==> config.mk <==
export PLATFORM = sky130hd
export DESIGN_NAME = ihc_ctl
export DESIGN_NICKNAME = d
export VERILOG_FILES = /design/src/design/ihc_pkg.sv /design/src/design/ihc_ctl.sv /design/src/design/ihc_fifo.sv
export SDC_FILE = /design/constraint.sdc
export NUM_CORES = 1
export LEC_CHECK = 0
export ABC_AREA = 1
export BUFFER_PORTS_ARGS = -buffer_cell sky130_fd_sc_hd__buf_2
export CAP_MARGIN = 20
export CORE_UTILIZATION = 50
export DETAILED_ROUTE_END_ITERATION = 10
export MAX_ROUTING_LAYER = met4
export PLACE_DENSITY_LB_ADDON = 0.1
export SYNTH_ARGS = -nofsm -noshare
export SYNTH_HDL_FRONTEND = slang
export SYNTH_SLANG_ARGS = --single-unit
==> constraint.sdc <==
create_clock -name clock -period 2.9 [get_ports clock]
set_clock_uncertainty 0.15 [all_clocks]
set_input_delay 0.145 -clock clock [delete_from_list [all_inputs] [get_ports clock]]
set_output_delay 0.145 -clock clock [all_outputs]
set_load 0.02 [all_outputs]
==> src/design/ihc_pkg.sv <==
package ihc_pkg;

   // Data and address widths, stack and FIFO depths
   localparam int unsigned PC_W        = 10;
   localparam int unsigned STACK_DEPTH = 3;
   localparam int unsigned BYTE_W      = 8;
   localparam int unsigned NIB_W       = 4;
   localparam int unsigned FIFO_DEPTH  = 32;

   // Addresses
   localparam logic [9:0] IRQ_VECTOR = 10'h0FF;
   localparam logic [9:0] RESET_PC   = 10'h000;

   // Least widths, in instruction cycles
   localparam logic [1:0] IRQ_LOW_CYCLES = 2'h2;
   localparam logic [1:0] RST_LOW_CYCLES = 2'h2;

   // Divider ratios
   localparam logic [4:0] DIV_16 = 5'h10;
   localparam logic [4:0] DIV_8  = 5'h08;
   localparam logic [4:0] DIV_4  = 5'h04;

   // Enable register bit positions
   localparam int unsigned EN_IRQ_BIT   = 1;
   localparam int unsigned EN_DRIVE_BIT = 2;

   // Accumulator bit for the auxiliary oscillator pin
   localparam int unsigned AUX_ACC_BIT = 2;

   typedef enum logic [1:0]
   {
      IHC_OSC_CRYSTAL,
      IHC_OSC_EXTERNAL,
      IHC_OSC_RC,
      IHC_OSC_SYNCED
   } ihc_osc_mode_e;

   typedef enum logic [1:0]
   {
      IHC_DIVSEL_BASE,
      IHC_DIVSEL_ALT8,
      IHC_DIVSEL_ALT4
   } ihc_div_sel_e;

   typedef enum logic [1:0]
   {
      IHC_ST_RUN,
      IHC_ST_RESET,
      IHC_ST_ACK
   } ihc_state_e;

endpackage

==> src/design/ihc_ctl.sv <==
`timescale 1ns/1ps

module ihc_ctl
   import ihc_pkg::*;
#(
   parameter bit HOST_PORT_OPT = 1'b1,
   parameter bit REDUCED_PINS  = 1'b0,
   parameter bit AUX_IS_INPUT  = 1'b0
)
(
   input  wire logic                clock,
   input  wire logic                srst,
   input  wire logic                reset_n,
   input  wire ihc_osc_mode_e       osc_mode,
   input  wire ihc_div_sel_e        div_sel,
   input  wire logic                osc_aux_pin,
   input  wire logic                strobe_or_irq_input,
   input  wire logic                select_input,
   input  wire logic                write_strobe_input,
   input  wire logic [BYTE_W-1:0]   port_in,
   output logic      [BYTE_W-1:0]   port_out,
   output logic      [BYTE_W-1:0]   port_oe,
   output logic                     host_ready_out,
   output logic                     sync_clock_out,
   output logic                     cycle_strobe,
   input  wire logic                instr_done,
   input  wire logic                instr_is_chain,
   input  wire logic                instr_skip,
   input  wire logic                stack_pop_op,
   input  wire logic                latch_read_op,
   input  wire logic                load_enables_op,
   input  wire logic [NIB_W-1:0]    enables_value,
   input  wire logic                latch_load,
   input  wire logic [BYTE_W-1:0]   latch_value,
   input  wire logic                ready_write_one,
   input  wire logic                sync_enable_set,
   input  wire logic                sync_enable_clear,
   output logic      [PC_W-1:0]     pc,
   output logic      [NIB_W-1:0]    enables,
   output logic                     skip_restore,
   output logic      [NIB_W-1:0]    latch_read_value,
   output logic                     init_active,
   output logic                     irq_ack,
   output logic      [BYTE_W-1:0]   rx_data,
   output logic                     rx_valid,
   input  wire logic                rx_ready,
   output logic                     rx_overrun
);

   typedef struct packed
   {
      ihc_state_e              state;
      logic [4:0]              div_cnt;
      logic [1:0]              rst_cnt;
      logic [1:0]              irq_cnt;
      logic                    irq_prev;
      logic                    irq_armed;
      logic [PC_W-1:0]         pc;
      logic [STACK_DEPTH-1:0][PC_W-1:0] stack;
      logic                    skip_saved;
      logic                    skip_restore;
      logic [NIB_W-1:0]        en;
      logic [BYTE_W-1:0]       latch;
      logic                    ready;
      logic                    wr_prev;
      logic                    sync_on;
      logic                    sync_out;
      logic                    aux_prev;
      logic [NIB_W-1:0]        il_value;
      logic                    overrun;
   } ihc_ctl_s;

   ihc_ctl_s st_r;
   ihc_ctl_s st_nxt;

   ////////////////////////////////////////////////////////////////////////////

   function automatic logic [4:0] div_ratio(input ihc_osc_mode_e m, input ihc_div_sel_e s);
      logic [4:0] r;
      r = DIV_16;
      case (m)
         IHC_OSC_CRYSTAL:  r = (s == IHC_DIVSEL_BASE) ? DIV_16 : DIV_8;
         IHC_OSC_EXTERNAL: r = (s == IHC_DIVSEL_ALT8) ? DIV_8 :
                               (s == IHC_DIVSEL_ALT4) ? DIV_4 : DIV_16;
         IHC_OSC_RC:       r = DIV_4;
         default:          r = DIV_16;
      endcase
      return r;
   endfunction
   // Host-port strobes, decoded once and reused
   logic host_mode;
   logic host_sel;
   logic host_rd;
   logic host_wr;
   logic cyc_tick;
   logic wr_fall;
   logic irq_fall;
   logic fifo_in_ready;

   assign host_mode = HOST_PORT_OPT && !REDUCED_PINS;
   assign host_sel  = host_mode && !select_input;
   assign host_rd   = host_sel && !strobe_or_irq_input;
   assign host_wr   = host_sel && !write_strobe_input;
   assign wr_fall   = host_wr && !st_r.wr_prev;

   // Synced mode: each sync pulse on the aux pin ends one cycle
   assign cyc_tick = (osc_mode == IHC_OSC_SYNCED) ? (osc_aux_pin && !st_r.aux_prev)
                                                  : (st_r.div_cnt == 5'h00);

   // Irq input only exists when not used as read strobe
   assign irq_fall = !host_mode && !REDUCED_PINS && st_r.irq_prev && !strobe_or_irq_input;

   ////////////////////////////////////////////////////////////////////////////

   always_comb
   begin
      st_nxt          = st_r;
      st_nxt.aux_prev = osc_aux_pin;
      st_nxt.wr_prev  = host_wr;
      st_nxt.skip_restore = 1'b0;
      st_nxt.div_cnt  = cyc_tick ? div_ratio(osc_mode, div_sel) - 5'h01 : st_r.div_cnt - 5'h01;
      st_nxt.sync_out = cyc_tick && st_r.sync_on;

      // Reset low counted in instruction cycles
      if (reset_n)
      begin
         st_nxt.rst_cnt = '0;
      end
      else if (cyc_tick && st_r.rst_cnt != RST_LOW_CYCLES)
      begin
         st_nxt.rst_cnt = st_r.rst_cnt + 2'h1;
      end

      if (cyc_tick)
      begin
         st_nxt.irq_prev = strobe_or_irq_input;
         if (strobe_or_irq_input)
         begin
            st_nxt.irq_cnt = '0;
         end
         else if (irq_fall || st_r.irq_cnt != '0)
         begin
            if (st_r.irq_cnt != IRQ_LOW_CYCLES)
            begin
               st_nxt.irq_cnt = st_r.irq_cnt + 2'h1;
            end
            if (st_r.irq_cnt + 2'h1 == IRQ_LOW_CYCLES && st_r.en[EN_IRQ_BIT])
            begin
               st_nxt.irq_armed = 1'b1;
            end
         end
      end

      if (sync_enable_set)
      begin
         st_nxt.sync_on = 1'b1;
      end
      else if (sync_enable_clear)
      begin
         st_nxt.sync_on = 1'b0;
      end

      if (load_enables_op)
      begin
         st_nxt.en = enables_value;
      end
      if (latch_load)
      begin
         st_nxt.latch = latch_value;
      end
      if (host_wr)
      begin
         st_nxt.latch = port_in;
      end

      // Program set and host clear: host write is the later event, clear wins
      if (ready_write_one)
      begin
         st_nxt.ready = 1'b1;
      end
      if (wr_fall)
      begin
         st_nxt.ready = 1'b0;
      end
      if (wr_fall && !fifo_in_ready)
      begin
         st_nxt.overrun = 1'b1;
      end

      if (latch_read_op)
      begin
         st_nxt.il_value = '0;
         st_nxt.il_value[AUX_ACC_BIT] = AUX_IS_INPUT ? osc_aux_pin : 1'b0;
      end

      case (st_r.state)
         IHC_ST_RUN:
         begin
            if (instr_done)
            begin
               st_nxt.pc = st_r.pc + 10'h001;
               if (stack_pop_op)
               begin
                  st_nxt.pc           = st_r.stack[0];
                  st_nxt.stack        = {st_r.stack[STACK_DEPTH-1], st_r.stack[STACK_DEPTH-1:1]};
                  st_nxt.skip_restore = st_r.skip_saved;
                  st_nxt.skip_saved   = 1'b0;
               end
               if (st_r.irq_armed && !instr_is_chain)
               begin
                  st_nxt.state = IHC_ST_ACK;
               end
            end
         end
         IHC_ST_ACK:
         begin
            st_nxt.stack      = {st_r.stack[STACK_DEPTH-2:0], st_r.pc};
            st_nxt.pc         = IRQ_VECTOR;
            st_nxt.en[EN_IRQ_BIT] = 1'b0;
            st_nxt.skip_saved = instr_skip;
            st_nxt.irq_armed  = 1'b0;
            st_nxt.state      = IHC_ST_RUN;
         end
         IHC_ST_RESET:
         begin
            if (reset_n)
            begin
               st_nxt.state = IHC_ST_RUN;
            end
         end
         default:
         begin
            st_nxt.state = IHC_ST_RUN;
         end
      endcase

      // Stack contents survive init as data RAM does; the latch is cleared
      if (st_nxt.rst_cnt == RST_LOW_CYCLES)
      begin
         st_nxt.state     = IHC_ST_RESET;
         st_nxt.pc        = RESET_PC;
         st_nxt.en        = '0;
         st_nxt.latch     = '0;
         st_nxt.ready     = 1'b0;
         st_nxt.irq_armed = 1'b0;
         st_nxt.sync_on   = 1'b1;
      end
   end
   always_ff @(posedge clock)
   begin
      if (srst)
      begin
         st_r         <= '0;
         st_r.state   <= IHC_ST_RESET;
         st_r.sync_on <= 1'b1;
         st_r.irq_prev <= 1'b1;
      end
      else
      begin
         st_r <= st_nxt;
      end
   end

   ////////////////////////////////////////////////////////////////////////////

   // Host strobes own the port direction in host mode
   always_comb
   begin
      port_out = st_r.latch;
      if (host_mode)
      begin
         port_oe = {BYTE_W{host_rd}};
      end
      else
      begin
         port_oe = {BYTE_W{st_r.en[EN_DRIVE_BIT]}};
      end
   end
   // Received bytes queue so slow firmware does not lose a burst
   ihc_fifo #(
      .WIDTH (BYTE_W),
      .DEPTH (FIFO_DEPTH)
   ) u_rx_fifo (
      .clock     (clock),
      .srst      (srst),
      .in_data   (port_in),
      .in_valid  (wr_fall),
      .in_ready  (fifo_in_ready),
      .out_data  (rx_data),
      .out_valid (rx_valid),
      .out_ready (rx_ready)
   );
   assign host_ready_out   = host_mode ? st_r.ready : 1'b0;
   assign sync_clock_out   = st_r.sync_out;
   assign cycle_strobe     = cyc_tick;
   assign pc               = st_r.pc;
   assign enables          = st_r.en;
   assign skip_restore     = st_r.skip_restore;
   assign latch_read_value = st_r.il_value;
   assign init_active      = (st_r.state == IHC_ST_RESET);
   assign irq_ack          = (st_r.state == IHC_ST_ACK);
   assign rx_overrun       = st_r.overrun;

   ////////////////////////////////////////////////////////////////////////////

   property p_vector;
      @(posedge clock) disable iff (srst)
      (st_r.state == IHC_ST_ACK) && (st_nxt.state != IHC_ST_RESET) |=> (pc == IRQ_VECTOR) && !enables[EN_IRQ_BIT];
   endproperty
   a_vector: assert property (p_vector) else $error("Vector or enable wrong after ack");
   property p_push;
      @(posedge clock) disable iff (srst)
      (st_r.state == IHC_ST_ACK) && (st_nxt.state != IHC_ST_RESET) |=> st_r.stack[0] == $past(pc);
   endproperty
   a_push: assert property (p_push) else $error("Return address not pushed");
   property p_chain;
      @(posedge clock) disable iff (srst)
      (st_r.state == IHC_ST_RUN) && instr_is_chain |=> (st_r.state != IHC_ST_ACK);
   endproperty
   a_chain: assert property (p_chain) else $error("Ack inside jump chain");
   property p_read_drive;
      @(posedge clock) disable iff (srst)
      host_rd |-> (port_oe == {BYTE_W{1'b1}}) && (port_out == st_r.latch);
   endproperty
   a_read_drive: assert property (p_read_drive) else $error("Read strobe not driving latch");
   property p_write_cap;
      @(posedge clock) disable iff (srst)
      host_wr && (st_nxt.rst_cnt != RST_LOW_CYCLES) |=> st_r.latch == $past(port_in);
   endproperty
   a_write_cap: assert property (p_write_cap) else $error("Write strobe did not capture");
   property p_unsel;
      @(posedge clock) disable iff (srst)
      host_mode && select_input |-> port_oe == '0;
   endproperty
   a_unsel: assert property (p_unsel) else $error("Port driven while deselected");
   property p_ready_clr;
      @(posedge clock) disable iff (srst)
      wr_fall |=> !host_ready_out;
   endproperty
   a_ready_clr: assert property (p_ready_clr) else $error("Ready not cleared by write");
   property p_init;
      @(posedge clock) disable iff (srst)
      st_nxt.rst_cnt == RST_LOW_CYCLES |=> (pc == RESET_PC) && (enables == '0) && init_active;
   endproperty
   a_init: assert property (p_init) else $error("Init did not clear state");
endmodule

==> src/design/ihc_fifo.sv <==
`timescale 1ns/1ps

module ihc_fifo
   import ihc_pkg::*;
#(
   parameter int unsigned WIDTH = 8,
   parameter int unsigned DEPTH = 32
)
(
   input  wire logic             clock,
   input  wire logic             srst,
   input  wire logic [WIDTH-1:0] in_data,
   input  wire logic             in_valid,
   output logic                  in_ready,
   output logic      [WIDTH-1:0] out_data,
   output logic                  out_valid,
   input  wire logic             out_ready
);

   localparam int unsigned AW = $clog2(DEPTH);

   typedef struct packed
   {
      logic [AW-1:0] wr_ptr;
      logic [AW-1:0] rd_ptr;
      logic [AW:0]   count;
   } ihc_fifo_s;

   ihc_fifo_s st_r;
   ihc_fifo_s st_nxt;
   logic [WIDTH-1:0] mem [DEPTH];
   logic push;
   logic pop;

   assign in_ready  = (st_r.count != (AW+1)'(DEPTH));
   assign out_valid = (st_r.count != '0);
   assign out_data  = mem[st_r.rd_ptr];
   assign push      = in_valid && in_ready;
   assign pop       = out_valid && out_ready;

   always_comb
   begin
      st_nxt = st_r;
      if (push)
      begin
         st_nxt.wr_ptr = (st_r.wr_ptr == AW'(DEPTH-1)) ? '0 : st_r.wr_ptr + 1'b1;
      end
      if (pop)
      begin
         st_nxt.rd_ptr = (st_r.rd_ptr == AW'(DEPTH-1)) ? '0 : st_r.rd_ptr + 1'b1;
      end
      if (push && !pop)
      begin
         st_nxt.count = st_r.count + 1'b1;
      end
      else if (pop && !push)
      begin
         st_nxt.count = st_r.count - 1'b1;
      end
   end

   always_ff @(posedge clock)
   begin
      if (srst)
      begin
         st_r <= '0;
      end
      else
      begin
         st_r <= st_nxt;
      end
      if (push)
      begin
         mem[st_r.wr_ptr] <= in_data;
      end
   end

endmodule

# --- Yosys cells after proc, flatten, opt, wreduce, memory -nomap -nowiden ---
# Memory sizes are Yosys's and may differ from the RTL's. A register that Yosys moved wholly into a read port is not among the register bits.
# Index checks and enable logic that the tools add are counted.
# W data, S select, Z words.
totals:
  regBits: 88
  mem_bits_rw: 256
  out_inout_bits: 50
  wordCells: 127
  memories: 1
op_classes:
  addsub: 9
  n_eq_ne: 18
  mux: 28
  bitwise_logic: 4
  reduce_logical: 44
memory_table:
  columns: ["name", "words", "word_bits", "rd", "rd_ports_with_merged_regs", "wr", "line", "rtl"]
  rows:
  - ["u_rx_fifo.mem", 32, 8, 1, 1, 1, "ihc_fifo.sv:31", "logic [WIDTH-1:0] mem [DEPTH];"]
op_table:
  columns: ["operator", "count"]
  rows:
  - ["$mux W42", 2]
  - ["$pmux W41 S2", 1]
  - ["$mux W5", 8]
  - ["$mux W2", 8]
  - ["$mux W8", 2]
  - ["$pmux W5 S3", 1]
  - ["$logic_and A1 B1 Y1", 13]
  - ["$eq A2 B2 Y1 const B", 6]
  - ["$mux W6", 2]
  - ["$ne A2 B2 Y1 const B", 6]
  - ["$reduce_bool A2 Y1", 6]
  - ["$add A10 B1 Y10 const B", 1]
  - ["$add A5 B1 Y5 const B", 2]
  - ["$eq A5 B5 Y1 const B", 2]
  - ["$sub A5 B1 Y5 const B", 2]
  - ["$logic_not A1 Y1", 9]
  - ["$reduce_and A3 Y1", 3]
  - ["$reduce_or A3 Y1", 3]
  - ["$add A6 B1 Y6 const B", 1]
  - ["$eq A2 B1 Y1 const B", 3]
  - ["$logic_not A2 Y1", 3]
  - ["$ne A6 B6 Y1 const B", 1]
  - ["$reduce_bool A6 Y1", 1]
  - ["$sub A6 B1 Y6 const B", 1]
  - ["other kinds (9)", 16]

# --- Logic depth before layout (Yosys ltp) ---
# Gate-level depths: netlist (run 1).
logic_depth:
  depth_word: 8
  mapped_depth: 16
  depth_no_buf: 16

# --- By module ---
# Synthesis (run 1) repeated with hierarchy kept, for this count alone.
unflattened:
  cells_unflattened: 1578
  hier_area_um2: 15494.9
modules_own_cells:
  columns: ["mod", "n_inst", "cells_each", "area_each_um2", "seq_area_each_um2"]
  rows:
  - ["ihc_fifo", 1, 1053, 11742.5, 8107.8]
  - ["ihc_ctl", 1, 525, 3752.3, 1441.4]

# --- Worst setup path before layout (run 1) ---
# OpenSTA, ideal clock, no wires.
synth_timing:
  path_type: "register to register"
  startpoint: "reg u_rx_fifo.st_r[0] (netlist bit)"
  endpoint: "reg u_rx_fifo.st_r[5] (netlist bit)"
  setup_ns: 0.132
  arrival_time_ns: 2.151
  required_time_ns: 2.618
  setup_slack_ns: 0.467
  stages_incl_launch_ff: 16
  path_buffers: 0
  synth_period_minus_slack_ns: 2.433
  path_cell_list: "dfxtp_1 nor2_1 nand2_1 nor2_1 nand2_1 nand2_1 ha_1 inv_1 ha_1 a21oi_1 a21boi_0 nand2_1 nand2_1 nand2_1 nand2_1 a21oi_1"
synth_via:
  elab_chain_len: 5
  elab_cells_between_ends: 13
  classes_between: "2 x add/sub; 1 x eq/ne; 2 x mux; 8 x reduce/logical"
synth_lines:
  columns: ["element", "line", "rtl"]
  rows:
  - ["start, declared", "ihc_fifo.sv:29", "ihc_fifo_s st_r;"]
  - ["start signal, assigned", "ihc_fifo.sv:70", "st_r <= st_nxt;"]
  - ["$reduce_bool A6 Y1 (*)", "ihc_fifo.sv:36", "assign out_valid = (st_r.count != '0);"]
  - ["named net rx_valid", "ihc_ctl.sv:45", "output logic rx_valid,"]
  - ["$logic_and A1 B1 Y1 (*)", "ihc_fifo.sv:39", "assign pop = out_valid && out_ready;"]
  - ["$logic_not A1 Y1", "ihc_fifo.sv:52", "if (push && !pop)"]
  - ["$logic_and A1 B1 Y1", "ihc_fifo.sv:52", null]
  - ["$mux W6 / $reduce_bool A2 Y1 (equally long branches)", null, null]
# The timed path passes the listed nets; every way through them passes the cells marked *. The select of a mux whose other input is x is not followed.
# A chain may end at the register's enable or synchronous reset.

# --- Final worst setup path (run 1) ---
layout_timing:
  startpoint: "in write_strobe_input"
  endpoint: "reg u_rx_fifo.st_r[5] (netlist bit)"
layout_via:
  elab_chain_len: 7
  elab_cells_between_ends: 9
  classes_between: "1 x mux; 8 x reduce/logical"
layout_lines:
  columns: ["element", "line", "rtl"]
  rows:
  - ["start, declared", "ihc_ctl.sv:19", "input wire logic write_strobe_input,"]
  - ["$logic_not A1 Y1 (*)", "ihc_ctl.sv:103", "assign host_wr = host_sel && !write_strobe_input;"]
  - ["$logic_and A1 B1 Y1 (*)", "ihc_ctl.sv:103", null]
  - ["$logic_and A1 B1 Y1 (*)", "ihc_ctl.sv:104", "assign wr_fall = host_wr && !st_r.wr_prev;"]
  - ["$logic_and A1 B1 Y1 (*)", "ihc_fifo.sv:38", "assign push = in_valid && in_ready;"]
  - ["named net u_rx_fifo.push", "ihc_fifo.sv:32", "logic push;"]
  - ["$logic_not A1 Y1", "ihc_fifo.sv:56", "else if (pop && !push)"]
  - ["$logic_and A1 B1 Y1", "ihc_fifo.sv:56", null]
  - ["$reduce_bool A2 Y1 (no line)", null, null]
# The timed path passes the listed nets; every way through them passes the cells marked *.

==> flow_metrics.tcl, run 1 <==
set metrics [dict create \
    ant_nets 0 \
    yosys-top-cells-count "nand2_1, edfxtp_1, nand3_1" \
    crit_required_ns 3.13 \
    path_cells "dlygate4sd3_1, buf_2, nor2_4, dlygate4sd3_1, inv_1, nor2_2, inv_1, nor2_4, ha_2, inv_2, ha_1, a21oi_1, a21boi_2, nand2_1, nand2_1, nand2_1, nand2_1, a21oi_1" \
    netlist_top_cells_area "edfxtp_1, dfxtp_1, nand2_1" \
    post-route-period-util 0.950 \
    grt_max_degree 129 \
    power_leakage_nw 6.67 \
    io_pins 92 \
    synth_seq_cells 349 \
    grt_overflow 0 \
    holdCritPathClass "primary input to flop" \
    wl_per_cell_um 17.2 \
    yosysWarnings 0 \
    vias 11000 \
    crit_path_end_kind "flop" \
    critPathBufInv 6 \
    fin_area_sq_mm 0.0177 \
    synthDistinctLibCells 40 \
    drc_errors 0 \
    post-cts-setup-buffer-count 0 \
    dp_cells 1944 \
    reg2reg_from "u_rx_fifo.st_r[1]$_SDFFE_PP0P_" \
    final_max_slew_viol_count 0 \
    worstMarginPinSlew_ns 0.787 \
    grt_pass1_vias 10500 \
    grt_use_met2 0.392 \
    htree_num_levels 2 \
    rr_worst_depth 15 \
    worstPathMaxFanout 5 \
    seq_area_sq_mm 0.00955 \
    critPathLaunch "write_strobe_input" \
    drive_above_1_share 0.143 \
    synth.most_common_cell "nand2_1" \
    combPwrFrac 0.229 \
    nets 1700 \
    clk_latency_ns 0.52 \
    syn_area_sq_mm 0.0152 \
    relSlewSlack 0.475 \
    async_reset_ff_frac 0 \
    core-area_sq_mm 0.0297 \
    power.density_mw_per_mm2 765 \
    busiest_layer "met2" \
    grt_pass1_wl_um 55600 \
    dieArea_sq_mm 0.0311 \
    outcome "completed" \
    path_delay_family "buffers and inverters" \
    finalSetupViolCount 0 \
    grt_util_met3 0.0295 \
    grt_usage 0.238 \
    wl_um 35300 \
    layout.cells.non_filler 2053 \
    synthCells 1526 \
    synth-edff-count 256 \
    drt-initial-drc-count 726 \
    p_seq_frac 0.420 \
    cts_tree "yes" \
    cts_max_path_buffers 3 \
    fp-row-count 63 \
    gp_congestion 0.837 \
    slowest_stage "dlygate4sd3_1" \
    clockPowerShare 0.351 \
    drt-pass1-iter-count 5 \
    avgSynthCellArea_sq_um 9.95 \
    p_int_mw 9.42 \
    io_buffers 86 \
    fin_crit_ns 2.76 \
    start_util 0.511 \
    path_class "primary input to flop" \
    n_fill_cell 2488 \
    die_y_um 176 \
    path_clk_slew_ns 0.06 \
    maxCapViolations 0 \
    hold-path-cell-count 5 \
    dpl-instance-area_sq_mm 0.0159 \
    synthToLayoutAreaGrowth_pct 16.3 \
    min_to "st_r[76]$_SDFFE_PP0P_" \
    swShare 0.303 \
    multiInputGateArea_sq_mm 0.00480 \
    totalPowerFinal_mw 13.5 \
    antenna_found_initial 0 \
    via_per_inst 5.36 \
    crit_top_cell "nand2_1" \
    min_from "instr_done" \
    synth-main-ff-cell "edfxtp_1" \
    use_met1 0.307 \
    vdd_drop_max_mv 0.481 \
    yosys.area.top_type "edfxtp_1" \
    n_antenna_cell 0 \
    timing.rr.end "u_rx_fifo.st_r[5]$_SDFFE_PP0P_" \
    synth_top_area_frac 0.506 \
    hold_violations 0 \
    die_w_um 176 \
    net-switching-power_mw 4.09 \
    root_buffer "clkbuf_16" \
    slowest_delay_ns 0.55 \
    grt_setup_unrepaired "yes" \
    dpl.hpwl_um 20900 \
    r2r_setup_slack_ns 0.43 \
    cp-start-kind "primary input" \
    clkSinkCount 349 \
    numCtsBuffers 37 \
    worst_ep_arrival_time_ns 2.98 \
    seq_area_frac_synth 0.629 \
    fin_util 0.594 \
    fmax_mhz 363 \
]
[cell type report]
| type | instances | area share |
|---|---|---|
| flip-flops and latches | 349 | 0.541 |
| repair buffers | 182 | 0.0756 |
| multi-input cells | 1001 | 0.272 |
| clock inverters | 18 | 0.0130 |
| inverters | 66 | 0.0145 |
| well taps | 390 | 0.0276 |
| clock buffers | 47 | 0.0564 |
[metrics by stage]
stage	setup WS, ns	hold slack (ns)	setup TNS, ns
finish	0.144	0.0331	0
global route	-0.0458	0.0762	-0.0458
CTS	0.00231	0.0164	0
detailed placement	0.348	0.187	0
global placement	0.356	0.182	0
floorplan	0.467	0.0939	0
[worst reg2reg max path, stage by stage (launching register included)]
cell and delay, ns:
dfxtp_1 0.36, nor2_1 0.14, nand2_1 0.09, nor2_1 0.09, nand2_1 0.06, nand2_1 0.20, ha_2 0.26, inv_2 0.08
ha_1 0.33, a21oi_1 0.14, a21boi_2 0.18, nand2_1 0.06, nand2_1 0.05, nand2_1 0.04, nand2_1 0.05, a21oi_1 0.05
[routing by layer]
| metal | up-vias | share of wire |
|---|---|---|
| li1 | 5382 | - |
| met1 | 5255 | 0.43 |
| met2 | 288 | 0.49 |
| met3 | 72 | 0.048 |
| met4 | 0 | 0.026 |
| met5 | - | 0 |
[cell usage in the layout (no fill, tap or decap), drive strengths merged, types with 2 or more instances in the layout]
cell type / n
nand2: 419
edfxtp: 256
nand3: 205
nor2: 153
buf: 138
dfxtp: 93
a21oi: 85
inv: 65
o21ai: 52
clkbuf: 48
dlygate4sd3: 43
ha: 20
a31oi: 16
clkinv: 11
o31ai: 9
a221oi: 8
bufinv: 5
nand4: 5
nor3: 4
mux2i: 4
conb: 4
xnor2: 3
xor2: 3
clkinvlp: 3
or2: 3
a21boi: 2
[power by group through the flow]
stage	Combinational, mW	Sequential, mW	Clock, mW
3_5_place_dp	3.00	5.76	0
6_report	3.10	5.67	4.74
4_1_cts	3.06	5.65	4.84
2_1_floorplan	2.17	5.70	0
5_1_grt	3.45	5.70	5.03
3_3_place_gp	2.96	5.75	0
[state kept, by name, indices dropped and copies added, names as in the netlist, 4 cells and up, named ones only]
register / cells
u_rx_fifo.mem: 256
st_r: 46
pc: 10
u_rx_fifo.st_r: 16
enables: 4
port_out: 8
[cell families (layout without fill, tap and decap cells)]
logic type / Yosys count / after routing / share of synthesized area
muxes: 4 / 4 / 0.00264
buffers and inverters: 179 / 313 / 0.0576
DFF: 349 / 349 / 0.629
and+or+nand+nor: 791 / 791 / 0.225
adders and majority gates: 21 / 21 / 0.0178
AOI/OAI and AO/OA: 175 / 175 / 0.0640
other: 1 / 4 / 0.000247
xor gates and xnor gates: 6 / 6 / 0.00346
[worst max-delay path by stage]
stage	endpoint	slack, ns	cells after the start
after floorplan	u_rx_fifo.st_r[5]$_SDFFE_PP0P_	0.47	15
after detailed placement	u_rx_fifo.st_r[5]$_SDFFE_PP0P_	0.35	16
after global placement	u_rx_fifo.st_r[5]$_SDFFE_PP0P_	0.36	15
after global routing	u_rx_fifo.st_r[5]$_SDFFE_PP0P_	-0.05	18
final	u_rx_fifo.st_r[5]$_SDFFE_PP0P_	0.14	18
after CTS	rx_data[7]	0.002	8
[what timing repair did]
action,CTS,global route
gates resized for setup,0,12
hold buffers,43,0
setup endpoints to repair,0,9
endpoints found under the hold margin,28,0
Power figures use the tool's default switching activity.
==> run 2, diff against run 1 <==
--- a/config.mk
+++ b/config.mk
@@ -7,7 +7,7 @@
 export LEC_CHECK = 0
 export ABC_AREA = 1
 export BUFFER_PORTS_ARGS = -buffer_cell sky130_fd_sc_hd__buf_2
-export CAP_MARGIN = 20
+export CAP_MARGIN = 10
 export CORE_UTILIZATION = 50
 export DETAILED_ROUTE_END_ITERATION = 10
 export MAX_ROUTING_LAYER = met4
==> constraint.sdc (replaced) <==
create_clock -name clock -period 2.54 [get_ports clock]
set_clock_uncertainty 0.15 [all_clocks]
set_input_delay 0.127 -clock clock [delete_from_list [all_inputs] [get_ports clock]]
set_output_delay 0.127 -clock clock [all_outputs]
set_load 0.02 [all_outputs]
==> flow_metrics.tcl, run 2 (same netlist as run 1, synthesis figures left out) <==
set metrics [dict create \
    outcome "finished, violations left" \
    violations "negative setup slack" \
    dpl.hpwl_um 21300 \
    drt-pass1-iter-count 4 \
    min_from "instr_done" \
    htree_num_levels 2 \
    rr_worst_depth 14 \
    numCtsBuffers 37 \
    relSlewSlack 0.448 \
    maxCapViolations 0 \
    wl_per_cell_um 18.1 \
    finalSetupViolCount 3 \
    largest_reg_flops 256 \
    nets 1729 \
    fmax_mhz 389 \
    grt_setup_unrepaired "yes" \
    clk_latency_ns 0.52 \
    hold_violations 0 \
    power.density_mw_per_mm2 889 \
    setup_ws_ns -0.0319 \
    grt_pass1_vias 10900 \
    worstMarginPinSlew_ns 0.827 \
    clkSinkCount 349 \
    dieArea_sq_mm 0.0311 \
    via_per_inst 5.40 \
    top_regs "u_rx_fifo.mem (256), st_r (46), u_rx_fifo.st_r (16)" \
    crit_path_end_kind "primary output" \
    fin_area_sq_mm 0.0183 \
    die_y_um 176 \
    n_fill_cell 2424 \
    grt_overflow 0 \
    path_clk_slew_ns 0.06 \
    gp_congestion 0.827 \
    totalPowerFinal_mw 16.3 \
    top_register "u_rx_fifo.mem" \
    vias 11200 \
    cts_tree "yes" \
    worstPathMaxFanout 28 \
    wl_um 37600 \
    timing.rr.end "u_rx_fifo.st_r[5]$_SDFFE_PP0P_" \
    reg2reg_from "u_rx_fifo.st_r[1]$_SDFFE_PP0P_" \
    r2r_setup_slack_ns 0.16 \
    drt-initial-drc-count 916 \
    dpl-instance-area_sq_mm 0.0160 \
    holdCritPathClass "primary input to flop" \
    power_leakage_nw 6.95 \
    fp-row-count 63 \
    cp-endpoint "rx_data[0]" \
    ant_nets 0 \
    crit_required_ns 2.26 \
    slowest_stage "dfxtp_4" \
    start_util 0.511 \
    fin_crit_ns 2.57 \
    final_common_cell "nand2_1" \
    cts_max_path_buffers 3 \
    grt_usage 0.251 \
    dp_cells 1951 \
    layout_common_cells "nand2_1, edfxtp_1, nand3_1" \
    post-route-period-util 1.01 \
    fin_util 0.616 \
    n_antenna_cell 0 \
    vdd_drop_max_mv 0.492 \
    tns_ns -0.0370 \
    die_w_um 176 \
    grt_pass1_wl_um 58500 \
    slowest_delay_ns 0.50 \
    final_max_slew_viol_count 0 \
    worst_ep_arrival_time_ns 2.29 \
    synthToLayoutAreaGrowth_pct 20.6 \
    io_buffers 86 \
    antenna_found_initial 0 \
    drive_above_1_share 0.178 \
    grt_max_degree 52 \
    path_cells "buf_4, buf_16, nand2_1, nand3_1, nand2_1, a21oi_1, o31ai_2, a21oi_2, buf_4" \
    path_class "flop to primary output" \
    layout.cells.non_filler 2079 \
    io_pins 92 \
    cp-start-kind "flop" \
    root_buffer "clkbuf_16" \
    drc_errors 0 \
    core-area_sq_mm 0.0297 \
]
-- run 2: worst min path at each step --
stage,endpoint,slack [ns],cells after the start
after floorplan,u_rx_fifo.mem[0][0]$_DFFE_PP_,0.08,0
after global placement,st_r[7]$_SDFFE_PP1P_,0.17,3
after detailed placement,st_r[7]$_SDFFE_PP1P_,0.17,3
after CTS,st_r[76]$_SDFFE_PP0P_,0.003,5
after global routing,st_r[76]$_SDFFE_PP0P_,0.04,5
final,st_r[76]$_SDFFE_PP0P_,0.02,5
-- run 2: worst max-delay path, delay by kind of cell (launching register included) --
family / cells / cell delay [ns]
AOI/OAI and AO/OA: 3 / 0.49
DFF: 1 / 0.50
buffers and inverters: 3 / 0.52
and+or+nand+nor: 3 / 0.23
-- run 2: report_power, final --
group          leakage [nW]  internal (mW)  switching, mW
clock network         0.590           3.24           2.17
logic                  3.30           1.72           2.66
registers              3.06           6.29          0.197
-- run 2: per-layer routing --
metal  GRT usage  routed length, um  vias to the layer above  part of all wire
met3      0.0299               1920                       79             0.051
li1            -                  -                     5454                 -
met2       0.428              18700                      335              0.50
met1       0.312              15900                     5362              0.42
met4      0.0779               1090                        0             0.029
met5           -                  0                        -                 0
-- run 2: through the flow --
stage               hold WS (ns)  setup WS [ns]
finish                    0.0188        -0.0319
global route              0.0434        -0.0861
CTS                      0.00254        -0.0217
detailed placement         0.173         0.0620
global placement           0.166          0.102
floorplan                 0.0759          0.107
-- run 2: cell type report --
| class | count | area, sq um | share of cell area |
|---|---|---|---|
| Clock inverter | 16 | 189 | 0.0103 |
| Inverter | 66 | 260 | 0.0142 |
| Tap cell | 390 | 488 | 0.0267 |
| Sequential cell | 349 | 9550 | 0.522 |
| Timing Repair inverter | 1 | 11.3 | 0.000615 |
| Clock buffer | 46 | 1020 | 0.0555 |
| Timing Repair Buffer | 210 | 1840 | 0.101 |
| Multi-Input combinational cell | 1001 | 4950 | 0.270 |
-- run 2: repair_timing --
item / CTS / global route
cloned: 7 / 4
hold endpoints to repair: 41 / 0
setup endpoints to repair: 8 / 11
pin swaps: 8 / 14
setup buffers: 9 / 3
resized for setup: 40 / 33
hold buffers: 43 / 0
==> run 3, diff against run 2 <==
--- a/config.mk
+++ b/config.mk
@@ -8,10 +8,14 @@
 export ABC_AREA = 1
 export BUFFER_PORTS_ARGS = -buffer_cell sky130_fd_sc_hd__buf_2
 export CAP_MARGIN = 10
-export CORE_UTILIZATION = 50
+export CELL_PAD_IN_SITES_DETAIL_PLACEMENT = 1
+export CELL_PAD_IN_SITES_GLOBAL_PLACEMENT = 2
+export CORE_UTILIZATION = 39
 export DETAILED_ROUTE_END_ITERATION = 10
 export MAX_ROUTING_LAYER = met4
 export PLACE_DENSITY_LB_ADDON = 0.1
+export SKIP_LAST_GASP = 1
 export SYNTH_ARGS = -nofsm -noshare
 export SYNTH_HDL_FRONTEND = slang
+export SYNTH_HIERARCHICAL = 1
 export SYNTH_SLANG_ARGS = --single-unit
==> flow_metrics.tcl, run 3 <==
set metrics [dict create \
    gp_congestion 0.786 \
    synthDistinctLibCells 45 \
    wl_um 45000 \
    rr_worst_depth 11 \
    drc_errors 0 \
    path_clk_slew_ns 0.06 \
    io_pins 92 \
    slowest_delay_ns 0.35 \
    outcome "completed" \
    drt-initial-drc-count 541 \
    io_buffers 86 \
    clk_latency_ns 0.54 \
    cts_max_path_buffers 3 \
    wl_per_cell_um 19.8 \
    grt_usage 0.227 \
    synth_top_area_frac 0.496 \
    fp-row-count 72 \
    async_reset_ff_frac 0 \
    synthMuxAreaShare 0.00258 \
    seq_area_frac_synth 0.616 \
    synth_seq_cells 349 \
    yosys.area.top_type "edfxtp_1" \
    grt_pass1_wl_um 69100 \
    netlist_top_cells_area "edfxtp_1, dfxtp_1, nand2_1" \
    synthToLayoutAreaGrowth_pct 20.1 \
    grt_setup_unrepaired "yes" \
    drt-pass1-iter-count 5 \
    finalSetupViolCount 0 \
    power.density_mw_per_mm2 890 \
    dpl-instance-area_sq_mm 0.0164 \
    hold_violations 0 \
    htree_num_levels 2 \
    avgSynthCellArea_sq_um 9.82 \
    fin_crit_ns 2.48 \
    slowest_stage "dfxtp_4" \
    vdd_drop_max_mv 0.420 \
    synth.most_common_cell "nand2_1" \
    root_buffer "clkbuf_16" \
    cp-start-kind "flop" \
    drive_above_1_share 0.156 \
    hold-path-cell-count 1 \
    fmax_mhz 403 \
    crit_top_cell "nand2_1" \
    timing.rr.end "u_rx_fifo/st_r[4]$_SDFFE_PP0P_" \
    ant_nets 0 \
    path_delay_family "simple AND/OR/NAND/NOR gates" \
    n_antenna_cell 0 \
    die_w_um 201 \
    grt_pass1_vias 12200 \
    worst_ep_arrival_time_ns 2.21 \
    clkSinkCount 349 \
    cts_tree "yes" \
    r2r_setup_slack_ns 0.18 \
    synth-main-ff-cell "edfxtp_1" \
    top_regs "u_rx_fifo/mem (256), st_r (46), u_rx_fifo/st_r (16)" \
    numCtsBuffers 41 \
    crit_path_end_kind "primary output" \
    dieArea_sq_mm 0.0405 \
    reg2reg_from "u_rx_fifo/st_r[2]$_SDFFE_PP0P_" \
    nets 1785 \
    worstMarginPinSlew_ns 0.764 \
    synthCells 1578 \
    yosys.area_share.simple 0.227 \
    post-route-period-util 0.977 \
    fin_area_sq_mm 0.0186 \
    final_max_slew_viol_count 0 \
    min_from "port_in[3]" \
    syn_area_sq_mm 0.0155 \
    via_per_inst 5.17 \
    yosys-top-cells-count "nand2_1, edfxtp_1, nand3_1" \
    antenna_found_initial 1 \
    relSlewSlack 0.491 \
    maxCapViolations 0 \
    synthXorXnorAreaFrac 0.00396 \
    pre_cts_slack_ns 0.0287 \
    crit_required_ns 2.26 \
    final_common_cell "nand2_1" \
    grt_overflow 0 \
    yosysWarnings 6 \
    dpl.hpwl_um 26700 \
    holdCritPathClass "primary input to flop" \
    path_class "flop to primary output" \
    power_leakage_nw 7.35 \
    layout_common_cells "nand2_1, edfxtp_1, nand3_1" \
    fin_util 0.478 \
    core-area_sq_mm 0.0389 \
    grt_max_degree 65 \
    critPathBufInv 4 \
    min_to "u_rx_fifo/mem[24][3]$_DFFE_PP_" \
    path_cells "buf_12, clkinv_8, buf_16, nand2_1, nand3_1, nand3_1, nand2_1, nand2_1, nand2_1, nand2_1, nand2_1, buf_2" \
    synth_top_family_by_area "simple AND/OR/NAND/NOR gates" \
    synthAdderAreaFrac 0.0191 \
    die_y_um 201 \
    setup_ws_ns 0.0572 \
    top_register "u_rx_fifo/mem" \
    largest_reg_flops 256 \
    vias 11700 \
    worstPathMaxFanout 16 \
    start_util 0.398 \
    synth-compound-area-share 0.0539 \
    synth-edff-count 256 \
]
## run 3: worst max-delay path by stage
stage	end	slack (ns)	cells after the start
floorplan	u_rx_fifo/st_r[4]$_SDFFE_PP0P_	0.16	11
global placement	u_rx_fifo/st_r[4]$_SDFFE_PP0P_	0.12	12
detailed placement	u_rx_fifo/st_r[4]$_SDFFE_PP0P_	0.03	11
CTS	rx_data[6]	-0.005	11
global route	rx_data[2]	-0.04	12
finish	rx_data[0]	0.06	12
## run 3: stage by stage
step                      instances  hold WS, ns  total power [mW]  setup TNS (ns)
after floorplan                1581       0.0461              9.24               0
after global placement         2135        0.165              10.2               0
after detailed placement       2135        0.170              10.3               0
after CTS                      2259       0.0115              16.3        -0.00471
after global routing           2270       0.0362              17.4          -0.240
final                          2270       0.0237              16.6               0
## run 3: what timing repair did
action	CTS	global route
pin swaps	0	5
gates cloned	2	9
gates resized for setup	14	40
hold buffers	45	0
endpoints found under the hold margin	59	0
setup endpoints to repair	8	11
setup buffers	3	2
## run 3: report_power, final
part	internal [mW]	total [mW]	leakage, nW	switching, mW
Combinational	1.60	4.37	3.64	2.78
Sequential	6.31	6.46	3.06	0.150
Clock	3.43	5.73	0.646	2.30
## run 3: final cells by class
| type | instances | area [sq um] |
|---|---|---|
| Sequential cell | 349 | 9550 |
| Tap cell | 518 | 648 |
| Clock inverter | 20 | 171 |
| Inverter | 106 | 413 |
| Timing Repair inverter | 1 | 16.3 |
| Multi-Input combinational cell | 1014 | 4850 |
| Clock buffer | 55 | 1130 |
| Timing Repair Buffer | 207 | 1830 |
| Fill cell | 4410 | 20300 |
## run 3: per-layer routing
metal	vias to the layer above	GRT usage	wire length, um
met5	-	-	0
met4	0	0.0622	801
met2	224	0.382	22400
li1	5609	-	-
met3	61	0.0308	1700
met1	5835	0.286	20100
## run 3: cell families (layout without fill, tap and decap cells)
kind of cell	Yosys count	after routing
flip-flops	349	349
other	1	4
multiplexers	4	4
buffers and inverters	218	389
AO/OA/AOI/OAI	151	151
XOR/XNOR	7	7
adder cells (fa/ha/maj)	23	23
AND/OR/NAND/NOR	825	825
